**src/include/odm_cfg.svh**
```systemverilog
`ifndef ODM_CFG_SVH
`define ODM_CFG_SVH
// =====================================================
// register offsets
`define ODM_REG_OUT7_PRIM     8'h32
`define ODM_REG_OUT7_SEC      8'h33
`define ODM_REG_OUT7_GPO      8'h34
`define ODM_REG_OUT7_CROSS    8'h35
`define ODM_REG_OUT8_PRIM     8'h36
`define ODM_REG_OUT8_SEC      8'h37
`define ODM_REG_OUT8_GPO      8'h38
`define ODM_REG_OUT8_CROSS    8'h39
`define ODM_REG_MAN_ROUTE     8'h40
`define ODM_REG_POLARITY      8'h3A
`define ODM_REG_OUT6_STAGE    8'h31
// =====================================================
// reset values and field positions
`define ODM_RST_BYTE          8'h00
`define ODM_RDATA_NONE        8'h00
`define ODM_CROSS_BIT         0
`define ODM_TMO_LSB           1
`define ODM_STAGE_LSB         4
`define ODM_MAN_OUT7_BIT      6
`define ODM_MAN_OUT8_BIT      7
`define ODM_POL_OUT6_BIT      5
// =====================================================
// stage field codes
`define ODM_STG_OPEN_DRAIN    4'h0
`define ODM_STG_WEAK_BIAS     4'h5
`define ODM_STG_WEAK_FIRST    4'h1
`define ODM_STG_PP_FIRST      4'h6
`define ODM_STG_PP_LAST       4'h9
`define ODM_REF_BIAS          3'h0
// =====================================================
// timing, in ns, and clock rate
`define ODM_CLK_MHZ           200
`define ODM_TICK_NS           12500
`define ODM_TMO0_NS           25000
`define ODM_TMO1_NS           1562500
`define ODM_TMO2_NS           6250000
`define ODM_TMO3_NS           25000000
`define ODM_TMO4_NS           50000000
`define ODM_TMO5_NS           200000000
`define ODM_TMO6_NS           400000000
`define ODM_TMO7_NS           1600000000
`endif

```
**src/include/odm_pkg.sv**
```systemverilog
package odm_pkg;
    // =====================================================
    // hold state, gray along idle-asserted-holding
    typedef enum logic [1:0] {
        ODM_IDLE     = 2'b00,
        ODM_ASSERTED = 2'b01,
        ODM_HOLDING  = 2'b11
    } odm_hold_state_t;
    // =====================================================
    // decoded output stage kind
    typedef enum logic [1:0] {
        ODM_STG_OFF  = 2'b00,
        ODM_STG_OD   = 2'b01,
        ODM_STG_WEAK = 2'b11,
        ODM_STG_PP   = 2'b10
    } odm_stage_kind_t;
endpackage

```
**src/hw/odm_sync2.sv**
```systemverilog
`timescale 1ns/1ps
`default_nettype none
module odm_sync2 #(
    parameter int         WIDTH   = 1,
    parameter logic [WIDTH-1:0] RST_VAL = '0
) (
    input  wire logic             mclk_in,
    input  wire logic             reset_n_in,
    input  wire logic [WIDTH-1:0] async_in,
    output logic      [WIDTH-1:0] sync_out
);
    // =====================================================
    // first stage is read only by the second
    logic [WIDTH-1:0] meta_q;
    logic [WIDTH-1:0] sync_q;
    always_ff @(posedge mclk_in or negedge reset_n_in) begin
        if (!reset_n_in) begin
            meta_q <= RST_VAL;
            sync_q <= RST_VAL;
        end else begin
            meta_q <= async_in;
            sync_q <= meta_q;
        end
    end
    assign sync_out = sync_q;
endmodule
`default_nettype wire

```
**src/hw/odm_hold_timer.sv**
```systemverilog
`timescale 1ns/1ps
`default_nettype none
module odm_hold_timer #(
    parameter int CNT_W = 17
) (
    input  wire logic             mclk_in,
    input  wire logic             reset_n_in,
    input  wire logic             tick_in,
    input  wire logic             cause_in,
    input  wire logic [CNT_W-1:0] limit_in,
    output logic                  asserted_out
);
    odm_pkg::odm_hold_state_t state_q;
    logic [CNT_W-1:0]         cnt_q;
    // =====================================================
    // state: assert on any cause, release after timeout
    always_ff @(posedge mclk_in or negedge reset_n_in) begin
        if (!reset_n_in) begin
            state_q <= odm_pkg::ODM_IDLE;
        end else begin
            case (state_q)
                odm_pkg::ODM_IDLE: begin
                    if (cause_in) state_q <= odm_pkg::ODM_ASSERTED;
                end
                odm_pkg::ODM_ASSERTED: begin
                    if (!cause_in) state_q <= odm_pkg::ODM_HOLDING;
                end
                odm_pkg::ODM_HOLDING: begin
                    if (cause_in) state_q <= odm_pkg::ODM_ASSERTED;
                    else if (tick_in && cnt_q >= limit_in) state_q <= odm_pkg::ODM_IDLE;
                end
                default: state_q <= odm_pkg::ODM_IDLE;
            endcase
        end
    end
    // =====================================================
    // tick count; one extra tick covers the unknown first phase
    always_ff @(posedge mclk_in or negedge reset_n_in) begin
        if (!reset_n_in) begin
            cnt_q <= '0;
        end else if (state_q != odm_pkg::ODM_HOLDING || cause_in) begin
            cnt_q <= '0;
        end else if (tick_in) begin
            cnt_q <= cnt_q + CNT_W'(1);
        end
    end
    assign asserted_out = (state_q != odm_pkg::ODM_IDLE);
endmodule
`default_nettype wire

```
**src/hw/odm_dependency_matrix.sv**
```systemverilog
`timescale 1ns/1ps
`default_nettype none
`include "odm_cfg.svh"
module odm_dependency_matrix #(
    parameter bit SIX_DETECTOR = 1'b1,
    parameter int TICK_CYCLES  = `ODM_TICK_NS * `ODM_CLK_MHZ / 1000
) (
    input  wire logic       mclk_in,
    input  wire logic       reset_n_in,
    input  wire logic [7:0] cfg_addr_in,
    input  wire logic       cfg_wr_in,
    input  wire logic [7:0] cfg_wdata_in,
    output logic      [7:0] cfg_rdata_out,
    input  wire logic [5:0] detector_primary_in,
    input  wire logic [5:0] detector_secondary_in,
    input  wire logic [1:0] watchdog_fault_in,
    input  wire logic [3:0] logic_in_in,
    input  wire logic       manual_reset_low_n_in,
    input  wire logic [4:0] prog_out_one_five_in,
    input  wire logic [1:0] prog_out_six_product_in,
    output logic      [2:0] po_asserted_out,
    output logic      [2:0] po_level_out,
    output logic      [2:0] po_oe_out,
    output logic      [2:0] po_pullup_out,
    output logic      [8:0] po_ref_out
);
    // =====================================================
    // register storage, indexed
    localparam int REG_N = 11;
    localparam int IDX_O7 = 0;
    localparam int IDX_O8 = 4;
    localparam int IDX_MAN = 8;
    localparam int IDX_POL = 9;
    localparam int IDX_O6 = 10;
    logic [7:0] regs_q [REG_N];

    function automatic logic [4:0] reg_index(input logic [7:0] addr);
        if (addr == `ODM_REG_OUT7_PRIM) reg_index = {1'b1, 4'd0};
        else if (addr == `ODM_REG_OUT7_SEC) reg_index = {1'b1, 4'd1};
        else if (addr == `ODM_REG_OUT7_GPO) reg_index = {1'b1, 4'd2};
        else if (addr == `ODM_REG_OUT7_CROSS) reg_index = {1'b1, 4'd3};
        else if (addr == `ODM_REG_OUT8_PRIM) reg_index = {1'b1, 4'd4};
        else if (addr == `ODM_REG_OUT8_SEC) reg_index = {1'b1, 4'd5};
        else if (addr == `ODM_REG_OUT8_GPO) reg_index = {1'b1, 4'd6};
        else if (addr == `ODM_REG_OUT8_CROSS) reg_index = {1'b1, 4'd7};
        else if (addr == `ODM_REG_MAN_ROUTE) reg_index = {1'b1, 4'd8};
        else if (addr == `ODM_REG_POLARITY) reg_index = {1'b1, 4'd9};
        else if (addr == `ODM_REG_OUT6_STAGE) reg_index = {1'b1, 4'd10};
        else reg_index = 5'h0_0;
    endfunction

    logic [4:0] wr_hit;
    logic [4:0] rd_hit;
    assign wr_hit = reg_index(cfg_addr_in);
    assign rd_hit = wr_hit;

    // =====================================================
    // register write port
    always_ff @(posedge mclk_in or negedge reset_n_in) begin
        if (!reset_n_in) begin
            for (int i = 0; i < REG_N; i++) begin
                regs_q[i] <= `ODM_RST_BYTE;
            end
        end else if (cfg_wr_in && wr_hit[4]) begin
            regs_q[wr_hit[3:0]] <= cfg_wdata_in;
        end
    end

    // =====================================================
    // register read port, one cycle latency
    always_ff @(posedge mclk_in or negedge reset_n_in) begin
        if (!reset_n_in) begin
            cfg_rdata_out <= `ODM_RDATA_NONE;
        end else if (rd_hit[4]) begin
            cfg_rdata_out <= regs_q[rd_hit[3:0]];
        end else begin
            cfg_rdata_out <= `ODM_RDATA_NONE;
        end
    end

    // =====================================================
    // detector, logic and manual reset inputs through two flops; watchdog faults go straight in
    logic [16:0] pin_sync;
    logic [5:0]  prim_s;
    logic [5:0]  sec_s;
    logic [3:0]  gpi_s;
    logic        man_low_n_s;
    odm_sync2 #(
        .WIDTH   (17),
        .RST_VAL (17'h1_0000)
    ) u_sync (
        .mclk_in    (mclk_in),
        .reset_n_in (reset_n_in),
        .async_in   ({manual_reset_low_n_in, logic_in_in, detector_secondary_in, detector_primary_in}),
        .sync_out   (pin_sync)
    );
    assign prim_s     = pin_sync[5:0];
    assign sec_s      = pin_sync[11:6];
    assign gpi_s      = pin_sync[15:12];
    assign man_low_n_s = pin_sync[16];

    // =====================================================
    // timeout tick divider; slow rate as one-cycle enable
    logic [15:0] div_q;
    logic        tick_q;
    always_ff @(posedge mclk_in or negedge reset_n_in) begin
        if (!reset_n_in) begin
            div_q  <= '0;
            tick_q <= 1'b0;
        end else if (div_q == 16'(TICK_CYCLES - 1)) begin
            div_q  <= '0;
            tick_q <= 1'b1;
        end else begin
            div_q  <= div_q + 16'h0001;
            tick_q <= 1'b0;
        end
    end

    function automatic logic [16:0] tmo_ticks(input logic [2:0] code);
        case (code)
            3'd0: tmo_ticks = 17'(`ODM_TMO0_NS / `ODM_TICK_NS);
            3'd1: tmo_ticks = 17'(`ODM_TMO1_NS / `ODM_TICK_NS);
            3'd2: tmo_ticks = 17'(`ODM_TMO2_NS / `ODM_TICK_NS);
            3'd3: tmo_ticks = 17'(`ODM_TMO3_NS / `ODM_TICK_NS);
            3'd4: tmo_ticks = 17'(`ODM_TMO4_NS / `ODM_TICK_NS);
            3'd5: tmo_ticks = 17'(`ODM_TMO5_NS / `ODM_TICK_NS);
            3'd6: tmo_ticks = 17'(`ODM_TMO6_NS / `ODM_TICK_NS);
            default: tmo_ticks = 17'(`ODM_TMO7_NS / `ODM_TICK_NS);
        endcase
    endfunction

    // =====================================================
    // absent resources on the four-detector variant
    // absent enables masked
    localparam logic [23:0] AVAIL = SIX_DETECTOR ? 24'hFF_FFFF : 24'hF3_CFCF;

    function automatic logic dep_hit(input logic [23:0] mask, input logic [23:0] src,
                                     input logic cross_en, input logic cross_src,
                                     input logic mr_en, input logic mr_low);
        dep_hit = |(mask & src & AVAIL) | (cross_en & cross_src) | (mr_en & mr_low);
    endfunction

    // =====================================================
    // source vector, byte by byte as the masks lay out
    logic [2:0]  hold_asserted;
    logic [23:0] src_vec;
    logic [5:0]  outs_one_six;
    assign outs_one_six = {hold_asserted[0], prog_out_one_five_in};
    assign src_vec[7:0]   = {watchdog_fault_in, prim_s};
    assign src_vec[15:8]  = {gpi_s[1:0], sec_s};
    assign src_vec[23:16] = {outs_one_six, gpi_s[3:2]};

    logic [2:0] cause;
    assign cause[0] = ~(prog_out_six_product_in[0] | prog_out_six_product_in[1]);
    assign cause[1] = dep_hit({regs_q[IDX_O7 + 2], regs_q[IDX_O7 + 1], regs_q[IDX_O7]}, src_vec,
                              regs_q[IDX_O7 + 3][`ODM_CROSS_BIT] & SIX_DETECTOR, hold_asserted[2],
                              regs_q[IDX_MAN][`ODM_MAN_OUT7_BIT], ~man_low_n_s);
    assign cause[2] = SIX_DETECTOR &
                      dep_hit({regs_q[IDX_O8 + 2], regs_q[IDX_O8 + 1], regs_q[IDX_O8]}, src_vec,
                              regs_q[IDX_O8 + 3][`ODM_CROSS_BIT], hold_asserted[1],
                              regs_q[IDX_MAN][`ODM_MAN_OUT8_BIT], ~man_low_n_s);

    // =====================================================
    // stage decode; this wide field has no charge-pump code
    // stage code meanings
    function automatic logic [4:0] stage_decode(input logic [3:0] code);
        logic [2:0] ref_sel;
        ref_sel = `ODM_REF_BIAS;
        if (code == `ODM_STG_OPEN_DRAIN) begin
            stage_decode = {odm_pkg::ODM_STG_OD, ref_sel};
        end else if (code == `ODM_STG_WEAK_BIAS) begin
            stage_decode = {odm_pkg::ODM_STG_WEAK, ref_sel};
        end else if (code < `ODM_STG_WEAK_BIAS) begin
            ref_sel = 3'(code - `ODM_STG_WEAK_FIRST) + 3'h1;
            stage_decode = {odm_pkg::ODM_STG_WEAK, ref_sel};
        end else if (code <= `ODM_STG_PP_LAST) begin
            ref_sel = 3'(code - `ODM_STG_PP_FIRST) + 3'h1;
            stage_decode = {odm_pkg::ODM_STG_PP, ref_sel};
        end else begin
            stage_decode = {odm_pkg::ODM_STG_OFF, ref_sel};
        end
    endfunction

    // =====================================================
    // per-output timer and pin stage
    localparam int STAGE_IDX [3] = '{IDX_O6, IDX_O7 + 3, IDX_O8 + 3};
    genvar k;
    generate
        for (k = 0; k < 3; k++) begin : g_out
            logic [7:0]                cfg_b;
            logic [4:0]                dec;
            odm_pkg::odm_stage_kind_t  kind;
            logic [2:0]                ref_sel;
            logic                      pol;
            logic                      lvl;
            logic                      ref_absent;
            assign cfg_b = regs_q[STAGE_IDX[k]];
            assign dec     = stage_decode(cfg_b[`ODM_STAGE_LSB +: 4]);
            assign kind    = odm_pkg::odm_stage_kind_t'(dec[4:3]);
            assign ref_sel = dec[2:0];
            // refs to missing detectors are unusable
            assign ref_absent = !SIX_DETECTOR && ref_sel > 3'h2;
            assign pol = regs_q[IDX_POL][`ODM_POL_OUT6_BIT + k];
            odm_hold_timer #(
                .CNT_W (17)
            ) u_hold (
                .mclk_in      (mclk_in),
                .reset_n_in   (reset_n_in),
                .tick_in      (tick_q),
                .cause_in     (cause[k]),
                .limit_in     (tmo_ticks(cfg_b[`ODM_TMO_LSB +: 3])),
                .asserted_out (hold_asserted[k])
            );
            assign lvl = hold_asserted[k] ? pol : ~pol;
            always_ff @(posedge mclk_in or negedge reset_n_in) begin
                if (!reset_n_in) begin
                    po_asserted_out[k] <= 1'b0;
                    po_level_out[k]    <= 1'b0;
                end else begin
                    po_asserted_out[k] <= hold_asserted[k];
                    po_level_out[k]    <= lvl;
                end
            end
            // open drain and weak pull low only; unused stays off
            always_ff @(posedge mclk_in or negedge reset_n_in) begin
                if (!reset_n_in) begin
                    po_oe_out[k]         <= 1'b0;
                    po_pullup_out[k]     <= 1'b0;
                    po_ref_out[3*k +: 3] <= `ODM_REF_BIAS;
                end else if (ref_absent) begin
                    po_oe_out[k]         <= 1'b0;
                    po_pullup_out[k]     <= 1'b0;
                    po_ref_out[3*k +: 3] <= `ODM_REF_BIAS;
                end else begin
                    case (kind)
                        odm_pkg::ODM_STG_PP:   po_oe_out[k] <= 1'b1;
                        odm_pkg::ODM_STG_OD:   po_oe_out[k] <= ~lvl;
                        odm_pkg::ODM_STG_WEAK: po_oe_out[k] <= ~lvl;
                        default:               po_oe_out[k] <= 1'b0;
                    endcase
                    po_pullup_out[k]     <= (kind == odm_pkg::ODM_STG_WEAK);
                    po_ref_out[3*k +: 3] <= ref_sel;
                end
            end
        end
    endgenerate
endmodule
`default_nettype wire

```
**config.mk**
```make
export PLATFORM = sky130hd
export DESIGN_NAME = odm_dependency_matrix
export DESIGN_NICKNAME = d
export VERILOG_FILES = /design/src/include/odm_pkg.sv /design/src/hw/odm_sync2.sv /design/src/hw/odm_hold_timer.sv /design/src/hw/odm_dependency_matrix.sv
export VERILOG_INCLUDE_DIRS = /design/src /design/src/include
export SDC_FILE = /design/constraint.sdc
export NUM_CORES = 1
export LEC_CHECK = 0
export BUFFER_PORTS_ARGS = -buffer_cell sky130_fd_sc_hd__buf_2
export CORE_MARGIN = 2
export CORE_UTILIZATION = 37
export CTS_CLUSTER_DIAMETER = 60
export DETAILED_ROUTE_END_ITERATION = 8
export SYNTH_ARGS = -nofsm -noshare
export SYNTH_HDL_FRONTEND = slang
export SYNTH_SLANG_ARGS = --single-unit
```
**constraint.sdc**
```tcl
create_clock -name mclk_in -period 2.47 [get_ports mclk_in]
set_clock_uncertainty 0.15 [all_clocks]
set_input_delay 0.3705 -clock mclk_in [delete_from_list [all_inputs] [get_ports mclk_in]]
set_output_delay 0.3705 -clock mclk_in [all_outputs]
set_load 0.05 [all_outputs]
```
==> results by group <==
Outcome
  • Status: completed

Setup path
  • Startpoint Class: register
  • Max FO, Critical Path: 6
  • Critical path class: register to register
  • CP max stage cell: dfrtp_2
  • Crit path cell chain: xor2_1 -> nand2b_1 -> a21boi_1 -> ha_1 -> and3_1 -> nand3_1 -> o21a_1 -> o2111a_1 -> nor2_1 -> a41oi_2
  • R2R depth: 10
  • Critical Path RT: 2.76 ns
  • CP bufs+invs: 0
  • CP top delay family: compound AO/OA/AOI/OAI gates
  • Critical R2R Capture: g_out[0].u_hold.state_q[0]
  • Slowest cell delay on critical path: 0.44 ns
  • Worst Path Arrival: 2.65 ns
  • Reg-to-reg setup timing slack: 0.11 ns
  • Worst r2r src: g_out[0].cfg_b[2]
  • Crit. End Element: register

GRT
  • Total congestion overflow after global routing: 0
  • Initial antenna violation count: 1
  • Largest net degree at the start of global routing: 67
  • Number of global-route vias before repair: 8843
  • First-pass GRT wire length: 48.4 mm
  • All-layer global routing usage: 0.184

Clock tree
  • Root Buffer: clkbuf_16
  • CTS tree: done
  • Reg clk slew, reported paths: 0.06 ns
  • CTS max path bufs: 3
  • CTS Buf Count: 28
  • H-tree levels: 1
  • CTS Sinks: 225
  • Clk_lat worst skew: 0.57 ns
  • Setup repair bufs after CTS: 0

Layout
  • Number of nets in the layout: 1344
  • Post-route design area: 14100 um2
  • Fillers: 2861
  • Share of layout cells above drive strength 1: 0.243
  • Area Overhead vs Synth: 22.1%
  • Layout Utilization: 0.459

Yosys
  • Post-Synthesis Cells: 1091
  • Sequential-to-total area share from yosys stat: 0.488
  • Prevailing post-synth register cell: dfrtp_1
  • Syn_area_per_cell: 10.6 um2
  • Mapped Area: 11500 um2
  • Most area-hungry cell type in the Yosys netlist: dfrtp_1
  • Syn_nets: 1194
  • Post-synthesis cell type count: 67
  • FFs w/ async S/R, synth: 1.00
  • EDFF count, synth: 0
  • Post-synth top cells: dfrtp_1 (223), nand2_1 (113), nor2_1 (91), mux2_2 (85), ha_1 (58)
  • Total number of yosys warnings: 0
  • Cell with the most instances after synthesis: dfrtp_1
  • FF+latch count, synth: 225
  • Top cell type's share of synthesized area: 0.484
  • Largest cells by area after synthesis: dfrtp_1 (48%), mux2_2 (8.3%), ha_1 (6.3%)

Die
  • Die Wd: 181 um
  • IO Pins: 74
  • Height of the die: 181 um
  • Core area: 30700 um2
  • DIE AREA: 32600 um2
  • Initial Utilization: 0.376
  • # rows: 64

Placed design
  • IO Port Bufs: 73
  • Final Wtd Congestion: 0.928
  • DP Wirelength: 21.9 mm
  • Post-DP Area: 12800 um2
  • DP Worst Slack: -0.101 ns

Power and ir drop
  • Sw Ratio: 0.253
  • Combinational Power Share: 0.100
  • VDD IR max: 0.000676 V
  • Clock power share: 0.483
  • PwrDens: 670 nW/um2
  • P_leak: 6.48 nW
  • Reg power frac: 0.417
  • Pwr Total: 9.45 mW
  • Internal: 7.06 mW
  • Net Switching: 2.39 mW

Detailed routing
  • Vias: 8891
  • DR vias/cell: 5.36
  • DR DRC count: 0
  • 1st-iter DRT viols: 577
  • Routed wire length: 30.0 mm
  • DR pass1 iterations: 5
  • Post-DRT Antenna Nets: 0
  • WL/cell: 18.0 um

Timing
  • Final setup fails: 0
  • Worst-Margin Slew: 1.07 ns
  • Tmin final: 2.36 ns
  • Fmax: 0.424 GHz
  • Final hold violations: 0
  • Total negative setup slack: 0 ns
  • Final Cycle Share: 0.956
  • Max-slew violation count: 0
  • Relative slew slack: 0.279
  • Final WS setup: 0.110 ns

Worst hold path
  • Worst Hold Depth: 3
  • Worst hold path type: input pin to register
  • Hold wc startpoint: prog_out_six_product_in[0]
  • Hold EP: g_out[0].u_hold.state_q[0]

Flow run
  • Max Cap Violations: 0
-- worst max-delay path by stage --
stage / from / end / slack (ns) / depth (start not counted)
floorplan: g_out[0].cfg_b[1] / g_out[0].u_hold.state_q[0] / 0.07 / 10
global placement: cfg_addr_in[6] / cfg_rdata_out[4] / -0.05 / 7
detailed placement: cfg_addr_in[6] / cfg_rdata_out[4] / -0.10 / 7
CTS: g_out[0].cfg_b[2] / g_out[0].u_hold.state_q[0] / 0.05 / 10
global route: g_out[0].cfg_b[2] / g_out[0].u_hold.state_q[0] / -0.01 / 10
finish: g_out[0].cfg_b[2] / g_out[0].u_hold.state_q[0] / 0.11 / 10
-- layout make-up --
class                   instances  area [um2]  area share
multi-input cells             798        5660       0.401
diodes                          1        2.50    0.000178
clock inverters                21         330      0.0234
flip-flops and latches        225        5640       0.400
inverters                      23        86.3     0.00613
repair buffers                165        1160      0.0824
well taps                     396         495      0.0352
clock buffers                  31         722      0.0512
-- repair_timing --
action,4_1_cts,5_1_grt
gates resized for setup,3,13
endpoints found under the setup margin,3,3
pin swaps,0,3
hold buffers,18,0
hold endpoints to repair,78,0
cloned,0,0
-- layout by cell type, fill, tap and decap left out, types with 5 or more instances in the layout --
| cell type | n |
|---|---|
| a21boi_0 | 5 |
| a21o_1 | 16 |
| a21oi_1 | 18 |
| a221oi_1 | 9 |
| a22oi_1 | 25 |
| a31oi_1 | 6 |
| and2_1 | 5 |
| and3_1 | 14 |
| and4_1 | 10 |
| buf_2 | 72 |
| buf_4 | 70 |
| bufinv_16 | 7 |
| clkbuf_16 | 28 |
| clkinv_2 | 6 |
| dfrtp_1 | 218 |
| dfrtp_2 | 5 |
| dlygate4sd3_1 | 18 |
| ha_1 | 58 |
| inv_1 | 23 |
| mux2_2 | 85 |
| mux2i_1 | 14 |
| nand2_1 | 113 |
| nand2b_1 | 12 |
| nand3_1 | 49 |
| nand4_1 | 26 |
| nor2_1 | 90 |
| nor2b_1 | 17 |
| nor3_1 | 13 |
| nor3_2 | 5 |
| o211ai_1 | 5 |
| o21a_1 | 5 |
| o21ai_0 | 43 |
| o21ai_1 | 5 |
| o22ai_1 | 8 |
| or3_1 | 10 |
| xnor2_1 | 22 |
| xor2_1 | 47 |
-- power groups by stage --
stage	Sequential [mW]	Clock [mW]	Combinational [mW]
after floorplan	4.03	0	0.469
after global placement	4.00	0	0.908
after detailed placement	4.00	0	0.920
after CTS	3.94	4.65	0.950
after global routing	3.95	4.83	1.05
final	3.94	4.56	0.947
-- registers in the layout, indices dropped and copies added (netlist names) --
signal / count
cfg_rdata_out: 8
div_q: 16
g_out.cfg_b: 24
g_out.pol: 3
g_out.u_hold.cnt_q: 51
g_out.u_hold.state_q: 6
po_asserted_out: 3
po_level_out: 3
po_oe_out: 3
po_pullup_out: 3
po_ref_out: 9
regs_q: 61
tick_q: 1
u_sync.meta_q: 17
u_sync.sync_out: 17
-- per-layer routing --
layer / up-vias / track usage / part of all wire
li1: 4226 / - / -
met1: 4383 / 0.259 / 0.47
met2: 232 / 0.293 / 0.45
met3: 50 / 0.0344 / 0.051
met4: 0 / 0.0461 / 0.026
met5: - / 0 / 0
-- stage by stage --
stage / hold slack, ns / instances
after floorplan: -0.0751 / 1091
after global placement: 0.186 / 1589
after detailed placement: 0.186 / 1589
after CTS: 0.0115 / 1659
after global routing: 0.0345 / 1659
final: 0.0243 / 1660
-- worst reg2reg max path: cells and delay by family (launching register included) --
kind            cells  cell delay [ns]
simple gates        4             0.56
fa+ha+maj           1             0.27
xor+xnor            1             0.17
flops               1             0.44
compound gates      4             0.67
-- cell families after synthesis --
| logic type | Yosys count | synth area share |
|---|---|---|
| AND/OR/NAND/NOR | 386 | 0.165 |
| flip-flops | 225 | 0.488 |
| AO/OA/AOI/OAI | 186 | 0.112 |
| multiplexers | 99 | 0.0951 |
| XOR/XNOR | 69 | 0.0524 |
| buffers and inverters | 68 | 0.0239 |
| adder cells (fa/ha/maj) | 58 | 0.0629 |
Note: power is estimated with default switching activity, not from simulation.
